`src/rtl/pct_pkg.sv`:
```
// Purpose: Shared constants and types of the PLL and clock tree controller
// Assumes: 200 MHz mclk, 8 MHz crystal, APB register access
// Notes: Register byte address is four times the register index
// Overview of operation
// - PLL rate is crystal rate times (R+1) divided by (N+1)
// - PLL produces clock ticks only while pll_on is set
// - Lock flag sets once the phase comparator sees steady lock
// - Comparator checks N-divided reference against R-divided feedback, emits up/down
// - Tree makes CPU, peripheral, USB, card and DC/DC clocks
// - Peripheral clock is the source for timer, watchdog, SPI, UART, ports
// - Alternate card clock divides the peripheral clock further
// - Every tree clock is gated by the power reduction mode
// - First prescaler reloads from the four-bit CPU clock reload field
// - Prescalers two to four reload from card, alternate and DC/DC fields
// - Crystal reference is treated as a fixed 8 MHz source
// - First prescaler divides with double speed clear, bypassed when set with crystal source selected
// - Third prescaler divides peripheral clock by 1, 2, 4 or 8
// - CPU clock source selects crystal oscillator or PLL clock
package pct_pkg;
  localparam int MCLK_MHZ = 200;
  localparam int XTAL_MHZ = 8;
  localparam int NCO_W = 16;
  // Crystal-rate step; the oscillator starts at this times (R+1)/(N+1) so acquisition is short
  localparam logic [15:0] NCO_START =
    16'(((1 << NCO_W) * XTAL_MHZ) / MCLK_MHZ);
  localparam logic [15:0] NCO_STEP = 16'h0040;
  localparam logic [15:0] NCO_MAX = 16'hfff0;
  localparam logic [4:0] LOCK_REFS = 5'h10;
  localparam logic [4:0] CNT5_ZERO = 5'h00;
  localparam logic [3:0] CNT4_ZERO = 4'h0;
  localparam logic [7:0] PS_ONE = 8'h01;
  localparam logic [7:0] PS_ZERO = 8'h00;
  localparam logic [31:0] WORD_ZERO = 32'h0000_0000;

  // Register indices
  localparam logic [7:0] IDX_PLL_CTRL = 8'h80;
  localparam logic [7:0] IDX_PLL_DIV = 8'h81;
  localparam logic [7:0] IDX_CPU_RELOAD = 8'h82;
  localparam logic [7:0] IDX_CLK_MODE = 8'h83;
  localparam logic [7:0] IDX_CARD_SEL = 8'h84;
  localparam logic [7:0] IDX_CARD_DIV = 8'h85;
  localparam logic [7:0] IDX_IRQ_STAT = 8'h86;
  localparam logic [7:0] IDX_IRQ_MASK = 8'h87;
  localparam logic [7:0] IDX_DCDC = 8'hbf;

  function automatic logic [11:0] reg_addr(input logic [7:0] idx);
    reg_addr = {2'b00, idx, 2'b00};
  endfunction : reg_addr

  localparam logic [11:0] ADDR_PLL_CTRL = reg_addr(IDX_PLL_CTRL);
  localparam logic [11:0] ADDR_PLL_DIV = reg_addr(IDX_PLL_DIV);
  localparam logic [11:0] ADDR_CPU_RELOAD = reg_addr(IDX_CPU_RELOAD);
  localparam logic [11:0] ADDR_CLK_MODE = reg_addr(IDX_CLK_MODE);
  localparam logic [11:0] ADDR_CARD_SEL = reg_addr(IDX_CARD_SEL);
  localparam logic [11:0] ADDR_CARD_DIV = reg_addr(IDX_CARD_DIV);
  localparam logic [11:0] ADDR_IRQ_STAT = reg_addr(IDX_IRQ_STAT);
  localparam logic [11:0] ADDR_IRQ_MASK = reg_addr(IDX_IRQ_MASK);
  localparam logic [11:0] ADDR_DCDC = reg_addr(IDX_DCDC);

  // Field positions and reset values
  localparam int CTRL_LOCK_BIT = 0;
  localparam int CTRL_ON_BIT = 1;
  localparam int DIV_N_LSB = 0;
  localparam int DIV_R_LSB = 4;
  localparam int DIV_W = 4;
  localparam int MODE_X2_BIT = 0;
  localparam int MODE_CKS_BIT = 1;
  localparam int ALT_LSB = 2;
  localparam int DCDC_LSB = 0;
  localparam int IRQ_LOCK_BIT = 0;
  localparam int IRQ_SLIP_BIT = 1;
  localparam logic [7:0] PLL_DIV_RST = 8'h00;
  localparam logic [3:0] CPU_RELOAD_RST = 4'hf;
  localparam logic [3:0] CPU_RELOAD_TOP = 4'hf;
  localparam logic [7:0] CARD_SEL_RST = 8'h00;
  localparam logic [5:0] CARD_DIV_RST = 6'h00;
  localparam logic [7:0] DCDC_RST = 8'h00;
  localparam logic [1:0] IRQ_RST = 2'h0;

  typedef enum logic [1:0] {
    PWR_RUN = 2'b00,
    PWR_IDLE = 2'b01,
    PWR_DOWN = 2'b11
  } pct_pwr_t;

  typedef enum logic [1:0] {
    PLL_OFF = 2'b00,
    PLL_ACQ = 2'b01,
    PLL_LOCK = 2'b11
  } pct_pll_st_t;

  typedef struct packed {
    logic psel;
    logic penable;
    logic pwrite;
    logic [11:0] paddr;
    logic [31:0] pwdata;
  } pct_apb_req_t;

  typedef struct packed {
    logic pready;
    logic pslverr;
    logic [31:0] prdata;
  } pct_apb_rsp_t;

  typedef struct packed {
    logic cpu;
    logic periph;
    logic usb;
    logic card;
    logic alt_card;
    logic dcdc;
  } pct_clocks_t;
endpackage : pct_pkg

```
`src/rtl/pct_prescaler.sv`:
```
// Purpose: Reloadable prescaler, one output pulse per reload span of events
// Assumes: half is at least one
// Notes: Output pulse is one mclk late relative to its source event
`timescale 1ns/10ps
module pct_prescaler (
  // Clock and control
  input wire logic mclk,
  input wire logic srst,
  input wire logic ce,
  // Source events and reload
  input wire logic src_tick,
  input wire logic [7:0] half,
  // Divided events
  output logic div_tick
);
  import pct_pkg::*;

  logic [7:0] cnt;

  // Count source events and restart at the reload value
  always_ff @(posedge mclk)
  begin
    if (srst)
    begin
      cnt <= PS_ZERO;
      div_tick <= 1'b0;
    end
    else if (ce)
    begin
      div_tick <= 1'b0;
      if (src_tick)
      begin
        if (cnt >= half - PS_ONE)
        begin
          cnt <= PS_ZERO;
          div_tick <= 1'b1;
        end
        else
        begin
          cnt <= cnt + PS_ONE;
        end
      end
    end
  end
endmodule : pct_prescaler

```
`src/rtl/pct_clock_ctrl.sv`:
```
// Purpose: PLL model with lock detect and gated clock tree, APB registers
// Assumes: crystal_input is asynchronous; pwr_mode comes from mclk logic
// Notes: Tree clocks are slow square waves built from mclk flip-flops
`timescale 1ns/10ps
module pct_clock_ctrl (
  // Clock, reset, enable
  input wire logic mclk,
  input wire logic srst,
  input wire logic ce,
  // APB slave
  input wire pct_pkg::pct_apb_req_t apb_req,
  output pct_pkg::pct_apb_rsp_t apb_rsp,
  // Crystal reference and power mode
  input wire logic crystal_input,
  input wire pct_pkg::pct_pwr_t pwr_mode,
  // Clock tree and interrupt
  output pct_pkg::pct_clocks_t clk_o,
  output logic irq
);
  import pct_pkg::*;

  // Saturating frequency step of the digital oscillator
  function automatic logic [15:0] nco_adjust(input logic [15:0] inc,
                                             input logic up,
                                             input logic dn);
    nco_adjust = inc;
    if (up && inc < NCO_MAX)
      nco_adjust = inc + NCO_STEP;
    else if (dn && inc > NCO_STEP)
      nco_adjust = inc - NCO_STEP;
  endfunction : nco_adjust

  // Oscillator preset from the divider ratio. The miss-detecting
  // comparator corrects slower as the error shrinks, so without a preset
  // lock would be flagged several percent off the target rate.
  function automatic logic [15:0] nco_preset(input logic [7:0] div);
    logic [20:0] scaled;
    scaled = 21'(NCO_START) * 21'(div[DIV_R_LSB +: DIV_W] + 5'h01);
    nco_preset = 16'(scaled / 21'(div[DIV_N_LSB +: DIV_W] + 5'h01));
  endfunction : nco_preset

  logic xs1, xs2, xs3;
  logic xtal_tick, xtal_fall;
  logic pll_on;
  logic [7:0] pll_div;
  logic [3:0] cpu_clock_reload;
  logic double_speed_bit, clock_source_select;
  logic [7:0] card_select_reg;
  logic [5:0] card_clock_divide;
  logic [7:0] dcdc_clock_reload;
  logic [1:0] irq_stat, irq_mask, irq_event;
  pct_pll_st_t pll_st, next_pll_st;
  logic pll_lock_flag;
  logic [3:0] ref_cnt, fb_cnt;
  logic ref_tick, fb_tick, vco_tick, fb_seen;
  logic pfd_up, pfd_dn;
  logic [15:0] nco_acc, nco_inc;
  logic [16:0] nco_sum;
  logic [4:0] clean_cnt;
  logic setup, wr_en;
  logic [31:0] next_rdata;
  logic next_err;
  logic x2_eff, pr1_src, pr1_tick, pr1_evt;
  logic card_tick, alt_tick, dcdc_tick;
  logic pr1_q, usb_q, card_q, alt_q, dcdc_q;
  logic [7:0] pr1_half, card_half, alt_half, dcdc_half;

  // Two-stage synchroniser; edges are taken from stage two onward only
  always_ff @(posedge mclk)
  begin
    if (srst)
    begin
      xs1 <= 1'b0;
      xs2 <= 1'b0;
      xs3 <= 1'b0;
    end
    else if (ce)
    begin
      xs1 <= crystal_input;
      xs2 <= xs1;
      xs3 <= xs2;
    end
  end

  // Rising edges are the 8 MHz reference events
  assign xtal_tick = xs2 & ~xs3;
  assign xtal_fall = ~xs2 & xs3;

  // APB phases; pready is registered from setup so every access completes in its first access cycle
  assign setup = apb_req.psel & ~apb_req.penable;
  assign wr_en = ce & apb_req.psel & apb_req.penable & apb_req.pwrite &
                 apb_rsp.pready;

  // Software-written configuration registers
  always_ff @(posedge mclk)
  begin
    if (srst)
    begin
      pll_on <= 1'b0;
      pll_div <= PLL_DIV_RST;
      cpu_clock_reload <= CPU_RELOAD_RST;
      double_speed_bit <= 1'b0;
      clock_source_select <= 1'b0;
      card_select_reg <= CARD_SEL_RST;
      card_clock_divide <= CARD_DIV_RST;
      dcdc_clock_reload <= DCDC_RST;
      irq_mask <= IRQ_RST;
    end
    else if (wr_en)
    begin
      case (apb_req.paddr)
        ADDR_PLL_CTRL: pll_on <= apb_req.pwdata[CTRL_ON_BIT];
        ADDR_PLL_DIV: pll_div <= apb_req.pwdata[7:0];
        ADDR_CPU_RELOAD: cpu_clock_reload <= apb_req.pwdata[3:0];
        ADDR_CLK_MODE:
        begin
          double_speed_bit <= apb_req.pwdata[MODE_X2_BIT];
          clock_source_select <= apb_req.pwdata[MODE_CKS_BIT];
        end
        ADDR_CARD_SEL: card_select_reg <= apb_req.pwdata[7:0];
        ADDR_CARD_DIV: card_clock_divide <= apb_req.pwdata[5:0];
        ADDR_IRQ_MASK: irq_mask <= apb_req.pwdata[1:0];
        ADDR_DCDC: dcdc_clock_reload <= apb_req.pwdata[7:0];
        default: ;
      endcase
    end
  end

  // Read mux; unmapped or misaligned addresses answer with pslverr
  always_comb
  begin
    next_rdata = WORD_ZERO;
    next_err = 1'b0;
    case (apb_req.paddr)
      ADDR_PLL_CTRL:
      begin
        next_rdata[CTRL_ON_BIT] = pll_on;
        next_rdata[CTRL_LOCK_BIT] = pll_lock_flag;
      end
      ADDR_PLL_DIV: next_rdata[7:0] = pll_div;
      ADDR_CPU_RELOAD: next_rdata[3:0] = cpu_clock_reload;
      ADDR_CLK_MODE:
      begin
        next_rdata[MODE_X2_BIT] = double_speed_bit;
        next_rdata[MODE_CKS_BIT] = clock_source_select;
      end
      ADDR_CARD_SEL: next_rdata[7:0] = card_select_reg;
      ADDR_CARD_DIV: next_rdata[5:0] = card_clock_divide;
      ADDR_IRQ_STAT: next_rdata[1:0] = irq_stat;
      ADDR_IRQ_MASK: next_rdata[1:0] = irq_mask;
      ADDR_DCDC: next_rdata[7:0] = dcdc_clock_reload;
      default: next_err = 1'b1;
    endcase
  end

  // Answer is sampled at setup and presented with pready in access
  always_ff @(posedge mclk)
  begin
    if (srst)
    begin
      apb_rsp <= '0;
    end
    else if (ce)
    begin
      apb_rsp.pready <= setup;
      apb_rsp.pslverr <= setup & next_err;
      if (setup)
        apb_rsp.prdata <= next_rdata;
    end
  end

  // Reference divider: one tick every N+1 crystal edges
  assign ref_tick = pll_on & xtal_tick &
                    (ref_cnt == pll_div[DIV_N_LSB +: DIV_W]);
  // Feedback divider: one tick every R+1 oscillator ticks
  assign fb_tick = vco_tick &
                   (fb_cnt == pll_div[DIV_R_LSB +: DIV_W]);
  // Oscillator stands still while the PLL is disabled
  assign nco_sum = {1'b0, nco_acc} + {1'b0, nco_inc};
  assign vco_tick = pll_on & nco_sum[NCO_W];

  // Divider counters
  always_ff @(posedge mclk)
  begin
    if (srst || !pll_on)
    begin
      ref_cnt <= CNT4_ZERO;
      fb_cnt <= CNT4_ZERO;
    end
    else if (ce)
    begin
      if (ref_tick)
        ref_cnt <= CNT4_ZERO;
      else if (xtal_tick)
        ref_cnt <= ref_cnt + 4'h1;
      if (fb_tick)
        fb_cnt <= CNT4_ZERO;
      else if (vco_tick)
        fb_cnt <= fb_cnt + 4'h1;
    end
  end

  // Phase comparator: up when the reference finds no feedback edge,
  // down when a second feedback edge arrives before the reference
  always_ff @(posedge mclk)
  begin
    if (srst || !pll_on)
    begin
      fb_seen <= 1'b0;
      pfd_up <= 1'b0;
      pfd_dn <= 1'b0;
    end
    else if (ce)
    begin
      pfd_up <= ref_tick & ~fb_seen & ~fb_tick;
      pfd_dn <= fb_tick & fb_seen & ~ref_tick;
      if (ref_tick)
        fb_seen <= 1'b0;
      else if (fb_tick)
        fb_seen <= 1'b1;
    end
  end

  // Oscillator phase and rate; bang-bang steering trades jitter for size
  always_ff @(posedge mclk)
  begin
    if (srst || !pll_on)
    begin
      nco_acc <= '0;
      nco_inc <= nco_preset(pll_div);
    end
    else if (ce)
    begin
      nco_acc <= nco_sum[NCO_W-1:0];
      nco_inc <= nco_adjust(nco_inc, pfd_up, pfd_dn);
    end
  end

  // Lock detector counts reference periods free of correction pulses
  always_ff @(posedge mclk)
  begin
    if (srst || !pll_on)
      clean_cnt <= CNT5_ZERO;
    else if (ce)
    begin
      if (pfd_up || pfd_dn)
        clean_cnt <= CNT5_ZERO;
      else if (ref_tick && clean_cnt != LOCK_REFS)
        clean_cnt <= clean_cnt + 5'h01;
    end
  end

  // PLL state; disabling always drops straight to off
  always_comb
  begin
    next_pll_st = pll_st;
    unique case (pll_st)
      PLL_OFF:
        if (pll_on)
          next_pll_st = PLL_ACQ;
      PLL_ACQ:
        if (!pll_on)
          next_pll_st = PLL_OFF;
        else if (clean_cnt == LOCK_REFS)
          next_pll_st = PLL_LOCK;
      PLL_LOCK:
        if (!pll_on)
          next_pll_st = PLL_OFF;
      default: next_pll_st = PLL_OFF;
    endcase
  end

  always_ff @(posedge mclk)
  begin
    if (srst)
      pll_st <= PLL_OFF;
    else if (ce)
      pll_st <= next_pll_st;
  end

  assign pll_lock_flag = (pll_st == PLL_LOCK);

  // Events: lock gained, and a phase slip seen while locked
  assign irq_event[IRQ_LOCK_BIT] = (pll_st == PLL_ACQ) &&
                                   (next_pll_st == PLL_LOCK);
  assign irq_event[IRQ_SLIP_BIT] = pll_lock_flag & (pfd_up | pfd_dn);

  // Sticky status, write one to clear; a new event beats the clear
  always_ff @(posedge mclk)
  begin
    if (srst)
    begin
      irq_stat <= IRQ_RST;
      irq <= 1'b0;
    end
    else if (ce)
    begin
      if (wr_en && apb_req.paddr == ADDR_IRQ_STAT)
        irq_stat <= (irq_stat & ~apb_req.pwdata[1:0]) | irq_event;
      else
        irq_stat <= irq_stat | irq_event;
      irq <= |(irq_stat & irq_mask);
    end
  end

  // PLL source is not allowed together with double speed; force it off
  assign x2_eff = double_speed_bit & ~clock_source_select;
  assign pr1_src = clock_source_select ? vco_tick : xtal_tick;
  // Half period of 16 minus reload gives 2*(16-reload) division
  assign pr1_half = {4'h0, CPU_RELOAD_TOP - cpu_clock_reload} + PS_ONE;
  // In bypass every crystal edge is a peripheral clock edge
  assign pr1_evt = x2_eff ? (xtal_tick | xtal_fall) : pr1_tick;
  assign card_half = {2'b00, card_clock_divide} + PS_ONE;
  assign alt_half = PS_ONE << card_select_reg[ALT_LSB +: 2];
  assign dcdc_half = {4'h0, dcdc_clock_reload[DCDC_LSB +: 4]} + PS_ONE;

  // First prescaler: CPU and peripheral clock
  pct_prescaler u_cpu_periph_prescaler (
    .mclk (mclk),
    .srst (srst),
    .ce (ce),
    .src_tick (pr1_src),
    .half (pr1_half),
    .div_tick (pr1_tick)
  );

  // Second prescaler: smart card clock from the PLL
  pct_prescaler u_card_prescaler (
    .mclk (mclk),
    .srst (srst),
    .ce (ce),
    .src_tick (vco_tick),
    .half (card_half),
    .div_tick (card_tick)
  );

  // Third prescaler: counts peripheral edges, ratio 1, 2, 4 or 8
  pct_prescaler u_alt_card_prescaler (
    .mclk (mclk),
    .srst (srst),
    .ce (ce),
    .src_tick (pr1_evt),
    .half (alt_half),
    .div_tick (alt_tick)
  );

  // Fourth prescaler: DC/DC clock, 50% duty from the crystal
  pct_prescaler u_dcdc_prescaler (
    .mclk (mclk),
    .srst (srst),
    .ce (ce),
    .src_tick (xtal_tick),
    .half (dcdc_half),
    .div_tick (dcdc_tick)
  );

  // Square waves toggle on each divided event
  always_ff @(posedge mclk)
  begin
    if (srst)
    begin
      pr1_q <= 1'b0;
      usb_q <= 1'b0;
      card_q <= 1'b0;
      alt_q <= 1'b0;
      dcdc_q <= 1'b0;
    end
    else if (ce)
    begin
      if (pr1_tick)
        pr1_q <= ~pr1_q;
      if (vco_tick)
        usb_q <= ~usb_q;
      if (card_tick)
        card_q <= ~card_q;
      if (alt_tick)
        alt_q <= ~alt_q;
      if (dcdc_tick)
        dcdc_q <= ~dcdc_q;
    end
  end

  // Gating: idle stops the CPU only, power down stops every clock.
  // Periph is the single source that timers, watchdog, SPI, UART and
  // port sampling divide further.
  always_ff @(posedge mclk)
  begin
    if (srst)
      clk_o <= '0;
    else if (ce)
    begin
      clk_o.cpu <= (pwr_mode == PWR_RUN) & (x2_eff ? xs2 : pr1_q);
      clk_o.periph <= (pwr_mode != PWR_DOWN) &
                      (x2_eff ? xs2 : pr1_q);
      clk_o.usb <= (pwr_mode != PWR_DOWN) & usb_q;
      clk_o.card <= (pwr_mode != PWR_DOWN) & card_q;
      clk_o.alt_card <= (pwr_mode != PWR_DOWN) & alt_q;
      clk_o.dcdc <= (pwr_mode != PWR_DOWN) & dcdc_q;
    end
  end

  // Checks
  a_pll_off_quiet: assert property (@(posedge mclk) disable iff (srst)
    (ce && !pll_on) |=> nco_acc == '0 && ref_cnt == CNT4_ZERO)
    else $error("PLL ticks while disabled");

  a_lock_drop: assert property (@(posedge mclk) disable iff (srst)
    (ce && !pll_on) |=> !pll_lock_flag)
    else $error("Lock flag survives disable");

  a_lock_needs_clean: assert property (@(posedge mclk) disable iff (srst)
    (ce && pll_st == PLL_ACQ && !pll_lock_flag) ##1 pll_lock_flag
    |-> $past(clean_cnt) == LOCK_REFS)
    else $error("Lock set without clean reference periods");

  a_pfd_up_cause: assert property (@(posedge mclk) disable iff (srst)
    (ce && pll_on && ref_tick && !fb_seen && !fb_tick) |=> pfd_up)
    else $error("Missing up pulse");

  a_pfd_exclusive: assert property (@(posedge mclk) disable iff (srst)
    !(pfd_up && pfd_dn))
    else $error("Up and down together");

  a_ref_restart: assert property (@(posedge mclk) disable iff (srst)
    (ce && ref_tick) |=> ref_cnt == CNT4_ZERO)
    else $error("Reference divider did not restart");

  a_gate_down: assert property (@(posedge mclk) disable iff (srst)
    (ce && pwr_mode == PWR_DOWN) |=> !clk_o.periph && !clk_o.usb &&
    !clk_o.card && !clk_o.dcdc && !clk_o.cpu)
    else $error("Clock running in power down");

  a_x2_bypass: assert property (@(posedge mclk) disable iff (srst)
    (ce && x2_eff && pwr_mode == PWR_RUN) |=> clk_o.cpu == $past(xs2))
    else $error("Double speed did not bypass prescaler");

  a_apb_ready: assert property (@(posedge mclk) disable iff (srst)
    (ce && setup) |=> apb_rsp.pready)
    else $error("No ready after setup");
endmodule : pct_clock_ctrl

```
`config.mk`:
```
export PLATFORM = sky130hd
export DESIGN_NAME = pct_clock_ctrl
export DESIGN_NICKNAME = d
export VERILOG_FILES = /design/src/rtl/pct_pkg.sv /design/src/rtl/pct_prescaler.sv /design/src/rtl/pct_clock_ctrl.sv
export SDC_FILE = /design/constraint.sdc
export NUM_CORES = 1
export LEC_CHECK = 0
export ABC_AREA = 1
export BUFFER_PORTS_ARGS = -buffer_cell sky130_fd_sc_hd__buf_2
export CAP_MARGIN = 5
export CORE_AREA = 10 10 263 265
export CTS_CLUSTER_DIAMETER = 40
export DETAILED_ROUTE_END_ITERATION = 16
export DIE_AREA = 0 0 273 275
export PLACE_DENSITY = 0.47
export SKIP_LAST_GASP = 1
export SLEW_MARGIN = 20
export SYNTH_ARGS = -nofsm -noshare
export SYNTH_HDL_FRONTEND = slang
export SYNTH_HIERARCHICAL = 1
export SYNTH_SLANG_ARGS = --single-unit
```
`constraint.sdc`:
```
create_clock -name mclk -period 69 [get_ports mclk]
set_input_delay 3.45 -clock mclk [delete_from_list [all_inputs] [get_ports mclk]]
set_output_delay 3.45 -clock mclk [all_outputs]
set_load 0.005 [all_outputs]
```
# Word-level counts from Yosys, hierarchy flattened
# Index checks and enable logic that the tools add are counted.
# classes
div_mod_pow,1
n_bitwise,43
n_lt_le_gt_ge,6
n_eq_ne,17
n_mul,1
addsub,20
shifts,1
reduce_logical,40
mux,38
# ops
op,n
$eq A12 B10 Y1 const B,9
$mux W16,4
$reduce_and A2 Y1,22
$add A8 B1 Y8 const B,4
$ge A8 B8 Y1,4
$mux W8,4
$and A1 B1 Y1,24
$div A21 B21 Y21,1
$add A4 B1 Y5 const B,4
$pmux W2 S9,1
$add A16 B16 Y17,1
$mul A12 B5 Y17 const A,1
$add A16 B7 Y16 const B,1
$gt A16 B7 Y1 const B,1
$lt A16 B16 Y1 const B,1
$mux W4,4
$sub A16 B7 Y16 const B,1
$mux W1,14
$not A1 Y1,12
$pmux W2 S3,2
$sub A5 B1 Y6 const B,2
$mux W2,5
$mux W5,2
$pmux W2 S5,1
26 further kinds,42
# totals
out_inout_bits,41
ram_bits,0
mem_bits_ro,0
latch_bits,0
word_cells,212
reg_bits,152
n_memories,0
in_bits,53

# Longest topological paths before layout
# logic_depth
depth_word,8
ltp_mapped,258
ltp_nobuf,250

# By module
# The synthesis kept the hierarchy.
# by_module_without_submodules
module,seq_area_each_um2,cells_each,n_inst,area_per_inst_um2
pct_clock_ctrl,2482.4,2611,1,16121.7
pct_prescaler,180.2,99,4,724.4

# Worst setup path before layout
# No wires, ideal clock.
# synth_path
path_kind,flip-flop to flip-flop
from,register pll_div[4]
to,register nco_inc[0] (data pin)
setup_ns,0.257
arrival_time_ns,34.117
setup_slack_ns,34.626
stages_incl_launch_ff,250
period_less_slack_ns,34.374
required_ns,68.743
path_buffers,8
cell_sequence,dfxtp_1 -> nand3_1 -> xor2_1 -> inv_1 -> fa_1 -> inv_1 -> ha_1 -> inv_1 -> fa_1 -> inv_1 -> ha_1 -> nand2_1 -> nand2_1 -> a21oi_1 -> inv_1 -> a21oi_1 -> nand2_1 -> nand2_1 -> [... 214 more ...] -> inv_1 -> nor2_2 -> nand3_2 -> nor2_2 -> nand2_2 -> buf_6 -> inv_4 -> nand2_1 -> o21ai_1 -> ha_1 -> a21oi_1 -> o21ai_0 -> a221oi_1 -> nand3_1 -> nor2_1 -> nand4_1 -> nor2_1 -> nor2_1
# synth_between
elab_chain_cells,4
# synth_rtl
element,line_no,source
from (decl),pct_clock_ctrl.sv:45,logic [7:0] pll_div;
from (signal assigned),pct_clock_ctrl.sv:113,ADDR_PLL_DIV: pll_div <= apb_req.pwdata[7:0];
$add A4 B1 Y5,pct_clock_ctrl.sv:38,scaled = 21'(NCO_START) * 21'(div[DIV_R_LSB +: DIV_W] + 5'h01);
$mul A12 B5 Y17,pct_clock_ctrl.sv:38,
$div A21 B21 Y21,pct_clock_ctrl.sv:39,nco_preset = 16'(scaled / 21'(div[DIV_N_LSB +: DIV_W] + 5'h01));
$mux W16,pct_clock_ctrl.sv:227,if (srst || !pll_on)
to (signal assigned),pct_clock_ctrl.sv:230,nco_inc <= nco_preset(pll_div);
to (signal assigned),pct_clock_ctrl.sv:235,"nco_inc <= nco_adjust(nco_inc, pfd_up, pfd_dn);"
to (decl),pct_clock_ctrl.sv:57,"logic [15:0] nco_acc, nco_inc;"
# Every way passes these cells.
# A chain may end at the register's enable or synchronous reset.

# Worst setup path after layout
# Ends and elaborated chain as after synthesis.

==> run_results.csv <==
group,metric,value,unit
cts,cts-root-buf,"clkbuf_16",
min_path,min_path_type,"reg -> reg",
final_layout,layout-drive-gt1-share,9.91,%
critical_path,cp_num_buf_inv,43,
timing,period_share,59.3,%
final_layout,fillers,7204,
timing,worst_slack,28.08,ns
cts,cts_made_buffers,17,
logic_synthesis,ys_seq_area_share,16.8,%
logic_synthesis,ys_warn_count,6,
timing,maxSlewViolCount,0,
critical_path,r2r_start,"pll_div[4]",
critical_path,cp.required,69.18,ns
min_path,hold_start,"dcdc_clock_reload[4]",
place,gp_congestion,0.817,
logic_synthesis,synth.distinct_cells,64,
drt,dr.pass1.iters,4,
floorplanning,die_area,75100,µm²
place,hpwl,40500,µm
cts,cts_resized,0,
cts,cts_setup_buffers,0,
critical_path,worstPathArrival,41.10,ns
drt,wirelength,49500,µm
floorplanning,coreArea,63900,µm²
timing,whs,0.457,ns
job,cap_violations,0,
drt,route.detailed.drc,0,
final_layout,multiInputGateArea,13700,µm²
floorplanning,start_util,29.8,%
critical_path,rr_endpoint,"nco_inc[0]",
global_route,antenna_found_initial,0,
logic_synthesis,synth_edf_count,16,
timing,hold_violations,0,
drt,via_per_inst,4.51,
cts,cts_tree,"built",
logic_synthesis,synthFlopType,"dfxtp_1",
global_route,first_global_vias,16974,
logic_synthesis,ys_ff_latch,152,
critical_path,crit_path_max_fanout,25,
final_layout,antenna_cells,0,
timing,maxSlewHeadroom,45.3,%
cts,cts.clk_slew.worst_paths,0.08,ns
floorplanning,die_w,273,µm
global_route,grt-ovfl-total,0,
final_layout,syn_to_final_growth,9.30,%
floorplanning,ios,94,
logic_synthesis,netlist_area,19000,µm²
critical_path,crit_family,"simple AND/OR/NAND/NOR gates",
cts,cts_max_level,4,
min_path,min_to,"dcdc_clock_reload[4]",
drt,postRouteAntennaNets,0,
floorplanning,die_h,275,µm
timing,rsz0062_at_grt,"no",
final_layout,stdcell_area,20800,µm²
critical_path,crit_type,"reg -> reg",
timing,max_clock_freq,0.0244,GHz
timing,setup_tns,0,ns
floorplanning,num_rows,93,
critical_path,cpMaxStageDelayCell,"dfxtp_1",
logic_synthesis,synthArstFlopShare,0,%
critical_path,rrSetupSlack,28.08,ns
drt,drt_first_iter_violations,716,
cts,hold_buffers,0,
critical_path,critPathCaptureType,"flop",
place,portBuffers,45,
final_layout,reg_top3,"nco_acc: 16 flops, nco_inc: 16 flops, apb_rsp: 10 flops",
critical_path,critPathLaunchType,"flop",
cts,insertion_delay,0.44,ns
logic_synthesis,syn_inst,3007,
final_layout,final-seq-area,3200,µm²
drt,wl_per_cell,12.6,µm
min_path,hold_path_depth,2,
final_layout,nets,3331,
critical_path,cp_common_cell,"nand2_1",
global_route,grt_first_pass_wirelength,83800,µm
global_route,track_usage,13.1,%
critical_path,ff2ff_path_depth,236,
timing,setup_viol,0,
timing,fin_skew,0.0192,ns
drt,vias,17797,
cts,clock_path_buffers,2,
logic_synthesis,synth_area_per_cell,6.33,µm²
critical_path,slowest_delay,0.69,ns
global_route,grt_max_degree,48,
place,placed_cell_area,20200,µm²
timing,period_needed,40.92,ns
cts,cts.sinks,152,
timing,tightest_slew,0.814,ns
place,dp_slack,27.66,ns
run_status,status,"finished, final reports clean",
metrics by stage:
step                      std cells  util (%)
after detailed placement       3910      31.6
after global routing           3942      32.5
after floorplan                3054         -
after CTS                      3942      32.5
after global placement         3910      31.6
final                          3942      32.5
cell usage after synthesis (all sizes together), types with 2 or more instances:
master,n,area share (%)
a211oi,4,0.22
a21boi,3,0.16
a21o,14,0.55
a21oi,136,3.6
a221oi,5,0.23
a31oi,4,0.13
buf,37,1.7
clkbuf,21,0.41
clkinv,14,0.29
dfxtp,136,14
edfxtp,16,2.5
fa,9,0.95
ha,195,13
inv,490,9.7
nand2,801,17
nand3,220,7.1
nand3b,9,0.36
nand4,74,2.7
nor2,339,8.0
nor3,39,1.1
nor3b,3,0.12
nor4,6,0.20
o2111ai,4,0.18
o211ai,10,0.39
o21a,7,0.28
o21ai,178,4.9
o21bai,24,0.99
o221ai,2,0.092
o22ai,14,0.46
o31ai,4,0.16
or2,8,0.26
xnor2,50,2.3
xor2,125,5.8
worst reg2reg max path: cells and delay by family (launching register included):
kind	cells	cell delay [ns]
compound gates	62	11.63
xor+xnor	1	0.59
fa+ha+maj	24	7.65
buf+inv	43	4.87
flops	1	0.69
simple gates	106	15.22
placed cells by master (no fill, tap or decap), types with 37 or more instances in the layout:
cell type	n
dfxtp_1	136
conb_1	48
ha_1	195
nand4_1	67
nand3_1	185
nor2_1	291
xor2_1	124
xnor2_1	49
nor3_1	37
nand2_2	57
o21ai_0	149
buf_2	45
nand2_1	737
inv_1	456
a21oi_1	136
worst max path at each step:
stage | depth (start not counted) | startpoint | to | slack, ns
4_1_cts | 236 | pll_div[4] | nco_inc[0] | 27.42
6_report | 236 | pll_div[4] | nco_inc[0] | 28.08
2_1_floorplan | 249 | pll_div[4] | nco_inc[0] | 34.63
3_5_place_dp | 237 | pll_div[4] | nco_inc[0] | 27.66
3_3_place_gp | 236 | pll_div[4] | nco_inc[0] | 27.40
5_1_grt | 237 | pll_div[4] | nco_inc[0] | 22.75
per-layer routing:
metal / routed length (µm) / up-vias / GRT usage, %
met3: 719 / 23 / 0.851
met5: 0 / - / 0
met1: 24400 / 7902 / 17.1
met4: 350 / 0 / 2.02
li1: - / 9754 / -
met2: 24000 / 118 / 23.8
final cells by class:
type / count / area share, %
inverters: 504 / 9.12
multi-input cells: 2340 / 65.9
clock inverters: 15 / 0.740
flip-flops and latches: 152 / 15.4
repair buffers: 59 / 1.59
clock buffers: 17 / 2.05
well taps: 855 / 5.15
cells by family (layout without fill, tap and decap cells):
kind of cell	after synthesis	in the layout	synth area share (%)
fa+ha+maj	204	204	13.8
flops	152	152	16.8
xor+xnor	175	175	8.06
compound gates	411	411	12.4
simple gates	1502	1502	36.8
buf+inv	562	595	12.1
other cells	1	48	0.0197
Power is not shown: default switching activity piles up to over one toggle a cycle in this logic, so the estimate is an artifact.
